File: src/logic/pan_pkg.sv
// Shared constants for the auto-negotiation status and interrupt register bank.
// Assumes a single device clock and a management port decoded to register indices.
package pan_pkg;

    // ****************************************
    // Register indices on the management port
    // ****************************************
    localparam logic [4:0] REG_AN_STATUS_IDX = 5'h19;
    localparam logic [4:0] REG_INT_CTRL_IDX = 5'h1A;

    // ****************************************
    // Auto-negotiation status register fields
    // ****************************************
    localparam int AN_DONE_BIT = 15;
    localparam int AN_ACK_DONE_BIT = 14;
    localparam int AN_ACK_ENTER_BIT = 13;
    localparam int AN_LP_ABILITY_BIT = 12;
    localparam int AN_PAUSE_BIT = 11;
    localparam int AN_HCM_LSB = 8;
    localparam int AN_PD_FAULT_BIT = 7;
    localparam int AN_FAR_FAULT_BIT = 6;
    localparam int AN_PAGE_RX_BIT = 5;
    localparam int AN_LP_AN_ABLE_BIT = 4;
    localparam int AN_FAST_BIT = 3;
    localparam int AN_LINK_BIT = 2;
    localparam int AN_ENABLE_BIT = 1;
    localparam int AN_JABBER_BIT = 0;

    // ****************************************
    // Interrupt / LED control register fields
    // ****************************************
    localparam int INT_FDX_LED_BIT = 15;
    localparam int INT_MODE_BIT = 14;
    localparam int INT_RSVD_LSB = 12;
    localparam int INT_FDX_MASK_BIT = 11;
    localparam int INT_SPD_MASK_BIT = 10;
    localparam int INT_LINK_MASK_BIT = 9;
    localparam int INT_MASTER_MASK_BIT = 8;
    localparam int INT_GLOBAL_BIT = 4;
    localparam int INT_FDX_CHG_BIT = 3;
    localparam int INT_SPD_CHG_BIT = 2;
    localparam int INT_LINK_CHG_BIT = 1;
    localparam int INT_STATUS_BIT = 0;
    localparam logic [15:0] INT_CTRL_RST = 16'h0F00;

    // ****************************************
    // Highest common mode codes
    // ****************************************
    localparam logic [2:0] HCM_NONE = 3'h0;
    localparam logic [2:0] HCM_10_HALF = 3'h1;
    localparam logic [2:0] HCM_10_FULL = 3'h2;
    localparam logic [2:0] HCM_100_HALF = 3'h3;
    localparam logic [2:0] HCM_100_T4 = 3'h4;
    localparam logic [2:0] HCM_100_FULL = 3'h5;

    // ****************************************
    // LED pin modes
    // ****************************************
    localparam logic [1:0] LED_MODE_NORMAL = 2'h0;
    localparam logic [1:0] LED_MODE_IRQ_OUT_N = 2'h1;
    localparam logic [1:0] LED_MODE_FDX = 2'h2;

endpackage

File: src/logic/pan_chg_if.sv
// Change events from the line-state watcher to the register bank.
// Assumes both ends share the device clock.
`timescale 1ns/1ps
`default_nettype none
interface pan_chg_if;
    logic dup_chg;
    logic spd_chg;
    logic link_chg;
    modport src (output dup_chg, output spd_chg, output link_chg);
    modport dst (input dup_chg, input spd_chg, input link_chg);
endinterface
`default_nettype wire

File: src/logic/pan_chg_det.sv
// Watches duplex, speed and link levels and pulses one cycle on each change.
// Assumes level inputs synchronous to sys_clk.
`timescale 1ns/1ps
`default_nettype none
module pan_chg_det (
    input wire logic sys_clk, // Device clock
    input wire logic resetn, // Synchronous reset, active low
    input wire logic full_duplex, // Current duplex level
    input wire logic fast_speed_flag, // Current speed level, 1 = 100 Mb
    input wire logic link_ok, // Current link level
    pan_chg_if.src chg // Change pulses
);
    typedef struct packed {
        logic primed;
        logic dup;
        logic speed_sel;
        logic lnk;
        logic dup_p;
        logic spd_p;
        logic lnk_p;
    } pan_det_state_t;

    pan_det_state_t st_reg;
    pan_det_state_t st_next;

    always_comb begin
        st_next = st_reg;
        st_next.primed = 1'b1;
        st_next.dup = full_duplex;
        st_next.speed_sel = fast_speed_flag;
        st_next.lnk = link_ok;
        // First cycle only records levels, so reset release is not a change
        st_next.dup_p = st_reg.primed && (full_duplex != st_reg.dup);
        st_next.spd_p = st_reg.primed && (fast_speed_flag != st_reg.speed_sel);
        st_next.lnk_p = st_reg.primed && (link_ok != st_reg.lnk);
    end

    always_ff @(posedge sys_clk) begin
        if (!resetn) begin
            st_reg <= '0;
        end else begin
            st_reg <= st_next;
        end
    end

    assign chg.dup_chg = st_reg.dup_p;
    assign chg.spd_chg = st_reg.spd_p;
    assign chg.link_chg = st_reg.lnk_p;
endmodule // pan_chg_det
`default_nettype wire

File: src/logic/pan_led_mux.sv
// Routes LED sources onto the two LED pins according to the LED mode.
// Assumes active-low LED sources synchronous to sys_clk.
`timescale 1ns/1ps
`default_nettype none
module pan_led_mux (
    input wire logic sys_clk, // Device clock
    input wire logic resetn, // Synchronous reset, active low
    input wire logic fdx_led_en, // Full-duplex LED mode
    input wire logic int_mode_en, // Interrupt mode
    input wire logic irq_n, // Interrupt level, active low
    input wire logic tx_src_n, // Transmit LED source
    input wire logic rx_src_n, // Receive LED source
    input wire logic fdx_src_n, // Full-duplex LED source
    input wire logic activity_led_n, // Activity LED source
    output logic tx_led_n, // Transmit LED pin
    output logic rx_led_n, // Receive LED pin
    output logic [1:0] led_mode // Selected serial LED source set
);
    typedef struct packed {
        logic tx;
        logic rx;
        logic [1:0] mode;
    } pan_led_state_t;

    pan_led_state_t st_reg;
    pan_led_state_t st_next;

    always_comb begin
        st_next = st_reg;
        // Full-duplex mode wins if software breaks the exclusion
        if (fdx_led_en) begin
            st_next.mode = pan_pkg::LED_MODE_FDX;
            st_next.tx = fdx_src_n;
            st_next.rx = activity_led_n;
        end else if (int_mode_en) begin
            st_next.mode = pan_pkg::LED_MODE_IRQ_OUT_N;
            st_next.tx = irq_n;
            st_next.rx = activity_led_n;
        end else begin
            st_next.mode = pan_pkg::LED_MODE_NORMAL;
            st_next.tx = tx_src_n;
            st_next.rx = rx_src_n;
        end
    end

    always_ff @(posedge sys_clk) begin
        if (!resetn) begin
            st_reg <= '{tx: 1'b1, rx: 1'b1, mode: 2'h0};
        end else begin
            st_reg <= st_next;
        end
    end

    assign tx_led_n = st_reg.tx;
    assign rx_led_n = st_reg.rx;
    assign led_mode = st_reg.mode;
endmodule // pan_led_mux
`default_nettype wire

File: src/logic/pan_regs.sv
// Auto-negotiation result status and interrupt/LED control register bank.
// Assumes a management framer that decodes register index, read and write strobes.
//
// Contract
// Report highest common mode, 11x undefined
// Completion bit set when done, reset zero
// Latched-high completed-acknowledge bit
// Latched-high acknowledge-entered bit
// Latched-high partner ability detected bit
// Pause bit only when both sides pause
// Latch high parallel detection fault
// Latch high remote far-end fault
// Latch high new page received
// Latch high partner supports negotiation
// Latched bits hold until cleared, reset zero
// Software never sets both LED modes
// LED mode bits select serial LED data
// Duplex mask blocks interrupt, resets one
// Speed mask blocks interrupt, resets one
// Link mask blocks interrupt, resets one
// Master mask suppresses all, resets one
// Global flag shows any event detected
// Latch high duplex change flag
// Latch high speed change flag
// Latch high link change flag
// Status bit mirrors interrupt pin, latched
// Interrupt register read clears change flags
// Interrupt status needs master off, flag set
// Interrupt mode remaps transmit and receive LEDs
// Link status latched low until read
`timescale 1ns/1ps
`default_nettype none
module pan_regs (
    input wire logic sys_clk, // Device clock, 50 MHz
    input wire logic resetn, // Synchronous reset, active low
    input wire logic [4:0] mgmt_addr, // Register index
    input wire logic mgmt_rd, // Read strobe, one cycle
    input wire logic mgmt_wr, // Write strobe, one cycle
    input wire logic [15:0] mgmt_wdata, // Write data
    output logic [15:0] mgmt_rdata, // Read data
    output logic mgmt_rvalid, // Read data valid pulse
    input wire logic an_complete, // Negotiation finished level
    input wire logic an_ack_done, // Completed-acknowledge reached pulse
    input wire logic an_ack_enter, // Acknowledge phase entered pulse
    input wire logic lp_ability_det, // Partner ability detected pulse
    input wire logic local_side_pause, // Local pause capability
    input wire logic remote_partner_pause, // Remote pause capability
    input wire logic [2:0] highest_common_mode, // Resolved mode code
    input wire logic pd_fault, // Parallel detection fault pulse
    input wire logic far_end_fault, // Remote far-end fault pulse
    input wire logic page_rx, // New page received pulse
    input wire logic lp_an_able, // Partner negotiation capable pulse
    input wire logic fast_speed_flag, // Speed level, 1 = 100 Mb
    input wire logic full_duplex, // Duplex level
    input wire logic link_ok, // Link pass level
    input wire logic an_enabled, // Negotiation enabled level
    input wire logic jabber_det, // Jabber detected pulse
    input wire logic tx_src_n, // Transmit LED source
    input wire logic rx_src_n, // Receive LED source
    input wire logic fdx_src_n, // Full-duplex LED source
    input wire logic activity_led_n, // Activity LED source
    output logic irq_out_n, // Interrupt level, active low
    output logic tx_led_n, // Transmit LED pin
    output logic rx_led_n, // Receive LED pin
    output logic [1:0] led_mode // Serial LED source set
);
    // ****************************************
    // State
    // ****************************************
    typedef struct packed {
        logic an_done;
        logic ack_done;
        logic ack_enter;
        logic lp_ability;
        logic pause;
        logic [2:0] hcm;
        logic pd_fault;
        logic far_fault;
        logic page_rx;
        logic lp_an_able;
        logic fast;
        logic link_ll;
        logic an_en;
        logic jabber;
        logic fdx_led_en;
        logic int_mode_en;
        logic [1:0] rsvd_rw;
        logic fdx_mask;
        logic spd_mask;
        logic link_mask;
        logic master_mask;
        logic fdx_chg;
        logic spd_chg;
        logic link_chg;
        logic int_stat;
        logic irq_n;
        logic [15:0] rdata;
        logic rvalid;
    } pan_top_state_t;

    pan_top_state_t st_reg;
    pan_top_state_t st_next;
    pan_chg_if chg_bus ();

    // ****************************************
    // Read word assembly
    // ****************************************
    function automatic logic [15:0] pan_status_word(input pan_top_state_t s);
        logic [15:0] w;
        w = 16'h0000;
        w[pan_pkg::AN_DONE_BIT] = s.an_done;
        w[pan_pkg::AN_ACK_DONE_BIT] = s.ack_done;
        w[pan_pkg::AN_ACK_ENTER_BIT] = s.ack_enter;
        w[pan_pkg::AN_LP_ABILITY_BIT] = s.lp_ability;
        w[pan_pkg::AN_PAUSE_BIT] = s.pause;
        w[pan_pkg::AN_HCM_LSB +: 3] = s.hcm;
        w[pan_pkg::AN_PD_FAULT_BIT] = s.pd_fault;
        w[pan_pkg::AN_FAR_FAULT_BIT] = s.far_fault;
        w[pan_pkg::AN_PAGE_RX_BIT] = s.page_rx;
        w[pan_pkg::AN_LP_AN_ABLE_BIT] = s.lp_an_able;
        w[pan_pkg::AN_FAST_BIT] = s.fast;
        w[pan_pkg::AN_LINK_BIT] = s.link_ll;
        w[pan_pkg::AN_ENABLE_BIT] = s.an_en;
        w[pan_pkg::AN_JABBER_BIT] = s.jabber;
        return w;
    endfunction

    function automatic logic [15:0] pan_int_word(input pan_top_state_t s);
        logic [15:0] w;
        w = 16'h0000;
        w[pan_pkg::INT_FDX_LED_BIT] = s.fdx_led_en;
        w[pan_pkg::INT_MODE_BIT] = s.int_mode_en;
        w[pan_pkg::INT_RSVD_LSB +: 2] = s.rsvd_rw;
        w[pan_pkg::INT_FDX_MASK_BIT] = s.fdx_mask;
        w[pan_pkg::INT_SPD_MASK_BIT] = s.spd_mask;
        w[pan_pkg::INT_LINK_MASK_BIT] = s.link_mask;
        w[pan_pkg::INT_MASTER_MASK_BIT] = s.master_mask;
        w[pan_pkg::INT_GLOBAL_BIT] = s.fdx_chg | s.spd_chg | s.link_chg;
        w[pan_pkg::INT_FDX_CHG_BIT] = s.fdx_chg;
        w[pan_pkg::INT_SPD_CHG_BIT] = s.spd_chg;
        w[pan_pkg::INT_LINK_CHG_BIT] = s.link_chg;
        w[pan_pkg::INT_STATUS_BIT] = s.int_stat;
        return w;
    endfunction

    // ****************************************
    // Next state
    // ****************************************
    logic rd_status;
    logic rd_int;
    logic wr_int;
    logic irq_want;

    always_comb begin
        rd_status = mgmt_rd && (mgmt_addr == pan_pkg::REG_AN_STATUS_IDX);
        rd_int = mgmt_rd && (mgmt_addr == pan_pkg::REG_INT_CTRL_IDX);
        wr_int = mgmt_wr && (mgmt_addr == pan_pkg::REG_INT_CTRL_IDX);
        st_next = st_reg;

        // Plain status levels
        st_next.an_done = an_complete;
        st_next.pause = local_side_pause & remote_partner_pause;
        // Undefined codes read as no common mode
        st_next.hcm = highest_common_mode[2:1] == 2'h3 ? pan_pkg::HCM_NONE
                                                     : highest_common_mode;
        st_next.fast = fast_speed_flag;
        st_next.an_en = an_enabled;

        // Latched-high bits: a read clears, an event in the same cycle wins
        st_next.ack_done = (st_reg.ack_done & ~rd_status) | an_ack_done;
        st_next.ack_enter = (st_reg.ack_enter & ~rd_status) | an_ack_enter;
        st_next.lp_ability = (st_reg.lp_ability & ~rd_status) | lp_ability_det;
        st_next.pd_fault = (st_reg.pd_fault & ~rd_status) | pd_fault;
        st_next.far_fault = (st_reg.far_fault & ~rd_status) | far_end_fault;
        st_next.page_rx = (st_reg.page_rx & ~rd_status) | page_rx;
        st_next.lp_an_able = (st_reg.lp_an_able & ~rd_status) | lp_an_able;
        st_next.jabber = (st_reg.jabber & ~rd_status) | jabber_det;

        // Latched low: a read reloads the live level, a failure always wins
        st_next.link_ll = (rd_status ? 1'b1 : st_reg.link_ll) & link_ok;

        // Control fields
        if (wr_int) begin
            st_next.fdx_led_en = mgmt_wdata[pan_pkg::INT_FDX_LED_BIT];
            st_next.int_mode_en = mgmt_wdata[pan_pkg::INT_MODE_BIT];
            st_next.rsvd_rw = mgmt_wdata[pan_pkg::INT_RSVD_LSB +: 2];
            st_next.fdx_mask = mgmt_wdata[pan_pkg::INT_FDX_MASK_BIT];
            st_next.spd_mask = mgmt_wdata[pan_pkg::INT_SPD_MASK_BIT];
            st_next.link_mask = mgmt_wdata[pan_pkg::INT_LINK_MASK_BIT];
            st_next.master_mask = mgmt_wdata[pan_pkg::INT_MASTER_MASK_BIT];
        end

        // Change flags latch whatever the masks hold; masks gate only the pin
        st_next.fdx_chg = (st_reg.fdx_chg & ~rd_int) | chg_bus.dup_chg;
        st_next.spd_chg = (st_reg.spd_chg & ~rd_int) | chg_bus.spd_chg;
        st_next.link_chg = (st_reg.link_chg & ~rd_int) | chg_bus.link_chg;

        irq_want = ~st_reg.master_mask &
                   ((st_reg.fdx_chg & ~st_reg.fdx_mask) |
                    (st_reg.spd_chg & ~st_reg.spd_mask) |
                    (st_reg.link_chg & ~st_reg.link_mask));
        st_next.irq_n = ~irq_want;
        // Follows the pin as driven, so it lags the pin by one cycle and the flags by two
        st_next.int_stat = (st_reg.int_stat & ~rd_int) | ~st_reg.irq_n;

        // Read data reflects values before the read's own clear
        st_next.rvalid = rd_status | rd_int;
        if (rd_status) begin
            st_next.rdata = pan_status_word(st_reg);
        end else if (rd_int) begin
            st_next.rdata = pan_int_word(st_reg);
        end else begin
            st_next.rdata = 16'h0000;
        end
    end

    // ****************************************
    // Registers
    // ****************************************
    always_ff @(posedge sys_clk) begin
        if (!resetn) begin
            st_reg <= '0;
            st_reg.fdx_mask <= pan_pkg::INT_CTRL_RST[pan_pkg::INT_FDX_MASK_BIT];
            st_reg.spd_mask <= pan_pkg::INT_CTRL_RST[pan_pkg::INT_SPD_MASK_BIT];
            st_reg.link_mask <= pan_pkg::INT_CTRL_RST[pan_pkg::INT_LINK_MASK_BIT];
            st_reg.master_mask <= pan_pkg::INT_CTRL_RST[pan_pkg::INT_MASTER_MASK_BIT];
            st_reg.irq_n <= 1'b1;
        end else begin
            st_reg <= st_next;
        end
    end

    // ****************************************
    // Submodules
    // ****************************************
    pan_chg_det u_chg_det (
        .sys_clk(sys_clk),
        .resetn(resetn),
        .full_duplex(full_duplex),
        .fast_speed_flag(fast_speed_flag),
        .link_ok(link_ok),
        .chg(chg_bus)
    );

    // Software is trusted to keep the two LED modes exclusive
    pan_led_mux u_led_mux (
        .sys_clk(sys_clk),
        .resetn(resetn),
        .fdx_led_en(st_reg.fdx_led_en),
        .int_mode_en(st_reg.int_mode_en),
        .irq_n(st_reg.irq_n),
        .tx_src_n(tx_src_n),
        .rx_src_n(rx_src_n),
        .fdx_src_n(fdx_src_n),
        .activity_led_n(activity_led_n),
        .tx_led_n(tx_led_n),
        .rx_led_n(rx_led_n),
        .led_mode(led_mode)
    );

    assign mgmt_rdata = st_reg.rdata;
    assign mgmt_rvalid = st_reg.rvalid;
    assign irq_out_n = st_reg.irq_n;
endmodule // pan_regs
`default_nettype wire

File: config.mk
export PLATFORM = sky130hd
export DESIGN_NAME = pan_regs
export DESIGN_NICKNAME = d
export VERILOG_FILES = /design/src/logic/pan_pkg.sv /design/src/logic/pan_chg_if.sv /design/src/logic/pan_chg_det.sv /design/src/logic/pan_led_mux.sv /design/src/logic/pan_regs.sv
export SDC_FILE = /design/constraint.sdc
export NUM_CORES = 1
export LEC_CHECK = 0
export ABC_CLOCK_PERIOD_IN_PS = 1310
export BUFFER_PORTS_ARGS = -buffer_cell sky130_fd_sc_hd__clkbuf_2
export CORE_ASPECT_RATIO = 1.5
export CORE_MARGIN = 2
export CORE_UTILIZATION = 49
export DETAILED_ROUTE_END_ITERATION = 10
export MAX_ROUTING_LAYER = met4
export PLACE_DENSITY = 0.78
export SLEW_MARGIN = 20
export SYNTH_ARGS = -nofsm -noshare
export SYNTH_HDL_FRONTEND = slang
export SYNTH_SLANG_ARGS = --single-unit
File: constraint.sdc
create_clock -name sys_clk -period 1.31 [get_ports sys_clk]
set_input_delay 0.1965 -clock sys_clk [delete_from_list [all_inputs] [get_ports sys_clk]]
set_output_delay 0.1965 -clock sys_clk [all_outputs]
set_load 0.01 [all_outputs]
==> results of run 1 <==
[final timing paths]
path	cells past startpoint	endpoint	startpoint	slack, ns
worst max register to register	3	u_led_mux.tx_led_n	st_reg[28]	0.29
worst min register to register	2	st_reg[19]	u_chg_det.chg.link_chg	0.45
worst max-delay path	1	irq_out_n	irq_out_n	0.27
worst min-delay path	2	st_reg[40]	highest_common_mode[1]	0.06
[synth_stat cells, drive strengths merged]
library cell / number
mux2i: 6
and3: 4
or3b: 1
a21oi: 2
dfxtp: 56
clkbuf: 9
nor3b: 3
mux2: 1
xnor2: 3
o22ai: 14
and2: 5
inv: 7
nor3: 1
or2: 1
nand2b: 1
o311ai: 3
nor2: 9
nand2: 48
o21a: 1
nand4b: 2
nand3: 1
o21ai: 16
o32ai: 1
buf: 20
nor2b: 1
[report_power, final]
group	total (mW)	switching [mW]	internal (mW)
Clock	0.981	0.547	0.433
Sequential	1.78	0.0206	1.76
Combinational	0.219	0.110	0.109
Total	2.98	0.678	2.30
[kinds of logic after synthesis]
group           Yosys count
simple gates             77
buf+inv                  36
xor+xnor                  3
compound gates           37
mux                       7
flops                    56
[metrics by stage]
step | util | TNS, ns | hold slack, ns
after floorplan | - | 0 | 0.224
after global placement | 0.585 | 0 | 0.382
after detailed placement | 0.585 | -0.0277 | 0.383
after CTS | 0.609 | 0 | 0.0473
after global routing | 0.609 | 0 | 0.0673
final | 0.609 | 0 | 0.0576
[routing by layer]
metal	global-route usage	vias to the layer above
met3	0.0421	5
met2	0.318	31
li1	-	793
met5	-	-
met1	0.208	696
met4	0.0444	0
[layout make-up]
class	instances	area (um2)
Clock buffer	6	82.6
Clock inverter	2	13.8
Fill cell	372	1560
Inverter	7	26.3
Multi-Input combinational cell	124	721
Sequential cell	56	1120
Tap cell	45	56.3
Timing Repair Buffer	70	413
==> metrics.txt, run 1 <==
largest net degree at the start of global routing 34; fin crit period between 1 and 1.5 ns; Initial Utilization 0.514; buffers and inverters on the worst path 1; iteration count of the initial detailed-routing pass 4; Crit Path Class flip-flop to primary output; simple-gate share of the synthesized area 0.178; Synth Instances roughly 220; Final Non-Filler Cells 310; Die Area around 0.0047 mm2; xor/xnor share of the synthesized area 0.0128; initial antenna violation count 0; syn nets 263; Post-Route WL between 3 and 4 mm; Core Footprint 0.00399 mm2; cell family with most CP delay flip-flops; CP max stage cell dfxtp_1; routed wire length per instance 12.2 um; Yosys warning count 0; nets@finish between 300 and 400; Routed met2 length around 2.1 mm; final routed DRC violation total 0; crit-path cells clkbuf_2; ANT nets after route 0; number of global-route vias before repair 1479; post-synth top area share 0.546; clock tree buffer depth 2; Fin. Hold Viols 0; gr usage total 0.182; total clock sinks 56; WL met1 between 1 and 1.5 mm; crit share post-route 0.796; crit path launch type flip-flop; P per Cell Area between 1000 and 1500 mW/mm2; htree depth 2; Root Driver clkbuf_8; P_leak roughly 1.1 nW; f_max between 900 and 1000 MHz; Vias roughly 1500; first-pass GRT wire length about 6.7 mm; Synth Area in Adders 0; CTS resizes 0; Hold WC Path Type input pin to flip-flop; main combinational cell family by area after synthesis simple AND/OR/NAND/NOR gates; n_diodes 0; Slew HR 0.810; worst-skew pair later-pin latency between 0.3 and 0.4 ns; dpl ws -0.0216 ns; count of cell types in the netlist 30; commonest cells after routing, fill and taps aside 60 x clkbuf_2, 56 x dfxtp_1, 48 x nand2_1; num ports between 60 and 70; top sig layer met4; Peak VDD IR roughly 1.0 mV; flops & latches, synth 56; syn_area_per_cell 9.51 um2; final setup fails 0; worst slew pin tran around 0.28 ns; Vias/cell just under 5; post-synthesis mux area share 0.0347; Num CTS Buffers 5; crit path setup slack, layout between 0.2 and 0.3 ns; WP data required between 1 and 1.5 ns; CTS tree yes; Pins Over Slew Limit 0; Detailed Route Iter0 Violations 32; Yosys top cell by area dfxtp_1; # port buffers 60; crit path capture type primary output; share of cells above drive strength 1 0.332; Design Power around 3 mW; placed inst area ~0.0023 mm2; commonest non-fill, non-tap cell in the layout clkbuf_2; run status complete, no violations; GPL Wtd Cong around 0.82; # placed instances between 300 and 400; Horiz. Die Dim around 57 um; die height 83.3 um; maximum single-stage delay on the critical path between 0.3 and 0.4 ns; RSZ-0062 raised after global routing no; cts hold-fix bufs 0; HPWL after DPL roughly 2.8 mm; max_cap viols 0; Clock transition at path regs 0.10 ns; Clock Skew between 0.003 and 0.004 ns; global route overflow 0; sequential share of the synthesized area 0.546; Post-CTS Setup Bufs 0; Syn-to-layout area delta 18.5%; mapped cell area roughly 0.0021 mm2; max reg flops 27; Site Rows 28; Compound-Gate Fraction of Synth Area 0.125; Design Area, Final about 0.0024 mm2; synth top area cells dfxtp_1 55%, nand2_1 8.8%, buf_4 5.8%; Met3 Routed Length between 150 and 200 um; crit-path max FO 3; Worst Path Arrival 0.85 ns
Power figures use the tool's default switching activity.
==> run 2: changes to the inputs <==
--- a/config.mk
+++ b/config.mk
@@ -5,7 +5,7 @@
 export SDC_FILE = /design/constraint.sdc
 export NUM_CORES = 1
 export LEC_CHECK = 0
-export ABC_CLOCK_PERIOD_IN_PS = 1310
+export ABC_CLOCK_PERIOD_IN_PS = 1100
 export BUFFER_PORTS_ARGS = -buffer_cell sky130_fd_sc_hd__clkbuf_2
 export CORE_ASPECT_RATIO = 1.5
 export CORE_MARGIN = 2
==> constraint.sdc (replaced) <==
create_clock -name sys_clk -period 1.1 [get_ports sys_clk]
set_input_delay 0.165 -clock sys_clk [delete_from_list [all_inputs] [get_ports sys_clk]]
set_output_delay 0.165 -clock sys_clk [all_outputs]
set_load 0.01 [all_outputs]
==> metrics.txt, run 2 (synthesized netlist as in run 1, its figures left out) <==
Worst R2R Start st_reg[28] (unchanged); Int Power 3.37 mW (was 2.30 mW); Root Driver clkbuf_8 (unchanged); final routed DRC violation total 0 (unchanged); largest net degree at the start of global routing 26 (was 34); CP max stage cell dfxtp_1 (unchanged); # placed instances 307 (was 302); max_cap viols 0 (unchanged); f_max slightly below 1000 MHz; worst slew pin tran 0.330 ns (was 0.281 ns); Post-Route WL 3.82 mm (was 3.79 mm); Num CTS Buffers 5 (unchanged); run status complete, no violations (unchanged); CTS tree yes (unchanged); P_leak 1.14 nW (was 1.09 nW); P per Cell Area 1640 mW/mm2 (was 1220 mW/mm2); Detailed Route Iter0 Violations 29 (was 32); Clock Skew 0.00539 ns (was 0.00353 ns); global route overflow 0 (unchanged); nets@finish 316 (was 311); Logic pwr share 0.065 (was 0.073); RSZ-0062 raised after global routing no (unchanged); routed wire length per instance 12.1 um (was 12.2 um); iteration count of the initial detailed-routing pass 4 (unchanged); n_diodes 0 (unchanged); met1 Use GR 0.189 (was 0.208); met3 Track Usage GR 0.0452 (was 0.0421); initial antenna violation count 0 (unchanged); GPL Wtd Cong 0.794 (was 0.816); max reg flops 27 (unchanged); Final Non-Filler Cells 315 (was 310); Core Footprint 0.00399 mm2 (unchanged); buffers and inverters on the worst path 1 (unchanged); Site Rows 28 (unchanged); fillers 353 (was 372); commonest cells after routing, fill and taps aside 60 x clkbuf_2, 56 x dfxtp_1, 48 x nand2_1 (unchanged); Slew HR 0.777 (was 0.810); cts hold-fix bufs 0 (unchanged); CTS resizes 0 (unchanged); hold path cells 2 (unchanged); Worst Hold End st_reg[40] (unchanged); Peak VDD IR 1.32 mV (was 1.02 mV); Worst Min Path Start highest_common_mode[1] (unchanged); final setup fails 0 (unchanged); Clock transition at path regs 0.10 ns (about the same); num ports 69 (unchanged); commonest non-fill, non-tap cell in the layout clkbuf_2 (unchanged); share of cells above drive strength 1 0.348 (was 0.332); crit path launch type flip-flop (unchanged); Hold WC Path Type input pin to flip-flop (unchanged); cell family with most CP delay flip-flops (unchanged); ANT nets after route 0 (unchanged); crit path capture type primary output (unchanged); # port buffers 60 (unchanged); worst-skew pair later-pin latency 0.31 ns (about the same); Post-CTS Setup Bufs 0 (unchanged); clock tree buffer depth 2 (unchanged); htree depth 2 (unchanged); maximum single-stage delay on the critical path 0.39 ns (about the same); Crit Path Class flip-flop to primary output (unchanged); WP data required 0.94 ns (was 1.11 ns); fin crit period ~1.0 ns; Vias 1549 (was 1525); Die Area 0.00474 mm2 (unchanged); crit share post-route 0.915; crit-path cells clkbuf_2 (unchanged); Vias/cell 4.92 (about the same); Reg2Reg Setup Slack 0.15 ns (was 0.29 ns); Reg power frac 0.510 (was 0.597); Pins Over Slew Limit 0 (unchanged); gr busiest metal met2 (unchanged); post-route setup TNS 0 ns (unchanged); Initial Utilization 0.514 (unchanged); RR Endpoint u_led_mux.tx_led_n (unchanged); Psw 0.788 mW (was 0.678 mW); Syn-to-layout area delta 23.2% (was 18.5%); clock power share 0.425 (was 0.329); gr usage total 0.181 (was 0.182); Worst Path Arrival 0.84 ns (was 0.85 ns); number of global-route vias before repair 1530 (was 1479); total clock sinks 56 (unchanged); first-pass GRT wire length 6.60 mm (was 6.69 mm); HPWL after DPL 2.84 mm (was 2.83 mm); Fin. Hold Viols 0 (unchanged); crit-path max FO 3 (unchanged); Horiz. Die Dim 56.9 um (unchanged); Design Power 4.16 mW (was 2.98 mW); GR Layer Usage met2 0.326 (was 0.318); FF-to-FF path depth 3 (unchanged); die height 83.3 um (unchanged); sw frac 0.190 (was 0.227)
run 2: per-layer routing:
layer / part of all wire / routed length [um]
met1: 0.41 / 1550
met2: 0.52 / 1990
met3: 0.055 / 211
met4: 0.016 / 61
met5: 0 / 0
run 2: stage by stage:
step / instance area [um2] / utilization / worst slack [ns] / hold WS, ns
2_1_floorplan: 2080 / - / -0.0356 / 0.193
3_3_place_gp: 2370 / 0.594 / -0.106 / 0.355
3_5_place_dp: 2370 / 0.594 / -0.126 / 0.353
4_1_cts: 2530 / 0.634 / 0.0911 / 0.0217
5_1_grt: 2530 / 0.634 / 0.0374 / 0.0202
6_report: 2530 / 0.634 / 0.0934 / 0.0228
run 2: cell type report:
class,count,area (um2),share of cell area
Sequential cell,56,1120,0.443
Multi-Input combinational cell,124,731,0.289
Timing Repair Buffer,75,438,0.173
Clock inverter,3,90.1,0.0356
Clock buffer,5,68.8,0.0272
Tap cell,45,56.3,0.0222
Inverter,7,26.3,0.0104
run 2: power by group through the flow:
stage | clock network, mW | registers [mW] | logic, mW
2_1_floorplan | 0 | 2.16 | 0.146
3_3_place_gp | 0 | 2.16 | 0.266
3_5_place_dp | 0 | 2.17 | 0.272
4_1_cts | 1.78 | 2.12 | 0.273
5_1_grt | 1.88 | 2.13 | 0.309
6_report | 1.77 | 2.12 | 0.270
run 2: how the worst max path moves through the flow:
stage,from,end,cells after the start
floorplan,mgmt_addr[2],mgmt_rdata[0],5
global placement,mgmt_addr[2],mgmt_rdata[13],5
detailed placement,mgmt_addr[2],mgmt_rdata[13],5
CTS,irq_out_n,irq_out_n,1
global route,irq_out_n,irq_out_n,1
finish,irq_out_n,irq_out_n,1
==> run 3: changes to the inputs <==
--- a/config.mk
+++ b/config.mk
@@ -5,14 +5,17 @@
 export SDC_FILE = /design/constraint.sdc
 export NUM_CORES = 1
 export LEC_CHECK = 0
+export ABC_AREA = 1
 export ABC_CLOCK_PERIOD_IN_PS = 1100
 export BUFFER_PORTS_ARGS = -buffer_cell sky130_fd_sc_hd__clkbuf_2
+export CELL_PAD_IN_SITES_DETAIL_PLACEMENT = 0
+export CELL_PAD_IN_SITES_GLOBAL_PLACEMENT = 2
 export CORE_ASPECT_RATIO = 1.5
 export CORE_MARGIN = 2
-export CORE_UTILIZATION = 49
+export CORE_UTILIZATION = 28
 export DETAILED_ROUTE_END_ITERATION = 10
 export MAX_ROUTING_LAYER = met4
-export PLACE_DENSITY = 0.78
+export PLACE_DENSITY_LB_ADDON = 0.1
 export SLEW_MARGIN = 20
 export SYNTH_ARGS = -nofsm -noshare
 export SYNTH_HDL_FRONTEND = slang
==> metrics.txt, run 3 <==
Peak VDD IR 0.648 mV (was 1.32 mV); Synth async-reset ratio 0 (unchanged); Clock Skew 0.00235 ns (was 0.00539 ns); cell family with most CP delay flip-flops (unchanged); Yosys warning count 0 (unchanged); buffers and inverters on the worst path 1 (unchanged); Post-Route WL 4.78 mm (was 3.82 mm); cts hold-fix bufs 0 (unchanged); iteration count of the initial detailed-routing pass 4 (unchanged); # port buffers 60 (unchanged); gr usage total 0.129 (was 0.181); die height 111 um (was 83.3 um); synth top area cells dfxtp_1 52%, inv_1 8.2%, nand2_1 8.0% (was dfxtp_1 55%, nand2_1 8.8%, buf_4 5.8%); # placed instances 410 (was 307); Final Util 0.353 (was 0.634); P_leak 1.30 nW (was 1.14 nW); post-synth top area share 0.521 (was 0.546); f_max 1030 MHz (was 993 MHz); Post-CTS Setup Bufs 0 (unchanged); num ports 69 (unchanged); RSZ-0062 raised after global routing no (unchanged); sequential share of the synthesized area 0.521 (was 0.546); max_cap viols 0 (unchanged); Synth Instances 260 (was 216); run status complete, no violations (unchanged); Fin. Hold Viols 0 (unchanged); crit-path cells clkbuf_2 (unchanged); Die Area 0.00842 mm2 (was 0.00474 mm2); flops & latches, synth 56 (unchanged); Worst Path Arrival 0.81 ns (was 0.84 ns); largest net degree at the start of global routing 16 (was 26); initial antenna violation count 0 (unchanged); Root Driver clkbuf_16 (was clkbuf_8); HPWL after DPL 3.66 mm (was 2.84 mm); Initial Utilization 0.285 (was 0.514); CTS resizes 0 (unchanged); CTS tree yes (unchanged); commonest cells after routing, fill and taps aside 60 x clkbuf_2, 56 x dfxtp_1, 47 x inv_1 (was 60 x clkbuf_2, 56 x dfxtp_1, 48 x nand2_1); maximum single-stage delay on the critical path 0.37 ns (was 0.39 ns); syn nets 307 (was 263); nets@finish 362 (was 316); Yosys top cell by area dfxtp_1 (unchanged); htree depth 2 (unchanged); GPL Wtd Cong 0.700 (was 0.794); Vias/cell 4.00 (was 4.92); post-route setup TNS 0 ns (unchanged); Detailed Route Iter0 Violations 57 (was 29); Design Power 3.99 mW (was 4.16 mW); dpl ws -0.000293 ns (was -0.126 ns); worst-skew pair later-pin latency 0.29 ns (was 0.31 ns); count of cell types in the netlist 24 (was 30); Horiz. Die Dim 75.6 um (was 56.9 um); number of global-route vias before repair 1664 (was 1530); Final Non-Filler Cells 418 (was 315); fin crit period 0.972 ns (was 1.01 ns); Site Rows 39 (was 28); final routed DRC violation total 0 (unchanged); CP max stage cell dfxtp_1 (unchanged); final setup fails 0 (unchanged); Vias 1672 (was 1549); Num CTS Buffers 5 (unchanged); ANT nets after route 0 (unchanged); crit-path max FO 3 (unchanged); Syn-to-layout area delta 23.9% (was 23.2%); clock tree buffer depth 2 (unchanged); max reg flops 27 (unchanged); crit path capture type primary output (unchanged); routed wire length per instance 11.4 um (was 12.1 um); ys flop type dfxtp_1 (unchanged); crit path setup slack, layout 0.128 ns (was 0.0934 ns); crit path launch type flip-flop (unchanged); top cells by count, synth 56 x dfxtp_1, 47 x inv_1, 46 x nand2_1, 21 x nand3_1 (was 56 x dfxtp_1, 48 x nand2_1, 16 x buf_4, 16 x o21ai_0, 9 x clkbuf_1); commonest non-fill, non-tap cell in the layout clkbuf_2 (unchanged); WP data required 0.94 ns (about the same); Core Footprint 0.00756 mm2 (was 0.00399 mm2); mapped cell area 0.00215 mm2 (was 0.00205 mm2); worst slew pin tran 0.294 ns (was 0.330 ns); P per Cell Area 1500 mW/mm2 (was 1640 mW/mm2); n_diodes 0 (unchanged); Pins Over Slew Limit 0 (unchanged); top-count cell post-synth dfxtp_1 (unchanged); Slew HR 0.804 (was 0.777); syn_area_per_cell 8.28 um2 (was 9.51 um2); Post-synth EDFFs 0 (unchanged); crit share post-route 0.883 (was 0.915); first-pass GRT wire length 7.98 mm (was 6.60 mm); total clock sinks 56 (unchanged); Clock transition at path regs 0.07 ns (was 0.10 ns); global route overflow 0 (unchanged); share of cells above drive strength 1 0.310 (was 0.348); Hold WC Path Type input pin to flip-flop (unchanged); Crit Path Class flip-flop to primary output (unchanged)
run 3: changes by cell type after synthesis, moves of 8 or more:
| cell | delta |
|---|---|
| inv_1 | +40 |
| nand3_1 | +20 |
| a21oi_1 | +15 |
| o21ai_0 | -10 |
| clkbuf_1 | -9 |
| o22ai_1 | -8 |
run 3: final timing paths:
check / start / endpoint / slack (ns) / cells after the start
worst max-delay path: irq_out_n / irq_out_n / 0.13 / 1
worst min register to register: u_chg_det.chg.dup_chg / st_reg[21] / 0.44 / 2
worst max register to register: st_reg[19] / irq_out_n / 0.27 / 3
worst min-delay path: an_enabled / st_reg[31] / 0.06 / 3
run 3: final cells by class:
type / instances / area [um2]
flip-flops and latches: 56 / 1120
well taps: 102 / 128
inverters: 49 / 184
repair buffers: 72 / 415
multi-input cells: 131 / 673
clock buffers: 8 / 146
fillers: 840 / 4900
run 3: per-stage QoR:
stage	hold WS, ns	cell area [um2]
floorplan	0.193	2150
global placement	0.354	2520
detailed placement	0.362	2520
CTS	0.0547	2670
global route	0.0671	2670
finish	0.0612	2670
run 3: routing by layer:
metal / wire length (um) / track usage / vias to the layer above
met2: 2430 / 0.207 / 36
met5: 0 / - / -
met3: 184 / 0.0335 / 6
met4: 87 / 0.0456 / 0
met1: 2070 / 0.154 / 739
li1: - / - / 891
run 3: report_power, final:
part	internal (mW)	switching (mW)	leakage (nW)
clock	0.910	0.686	0.0712
sequential	2.09	0.0312	0.458
combinational	0.126	0.148	0.775
run 3: cells by family after synthesis:
| group | share of synthesized area |
|---|---|
| buf+inv | 0.167 |
| flops | 0.521 |
| simple gates | 0.210 |
| compound gates | 0.103 |
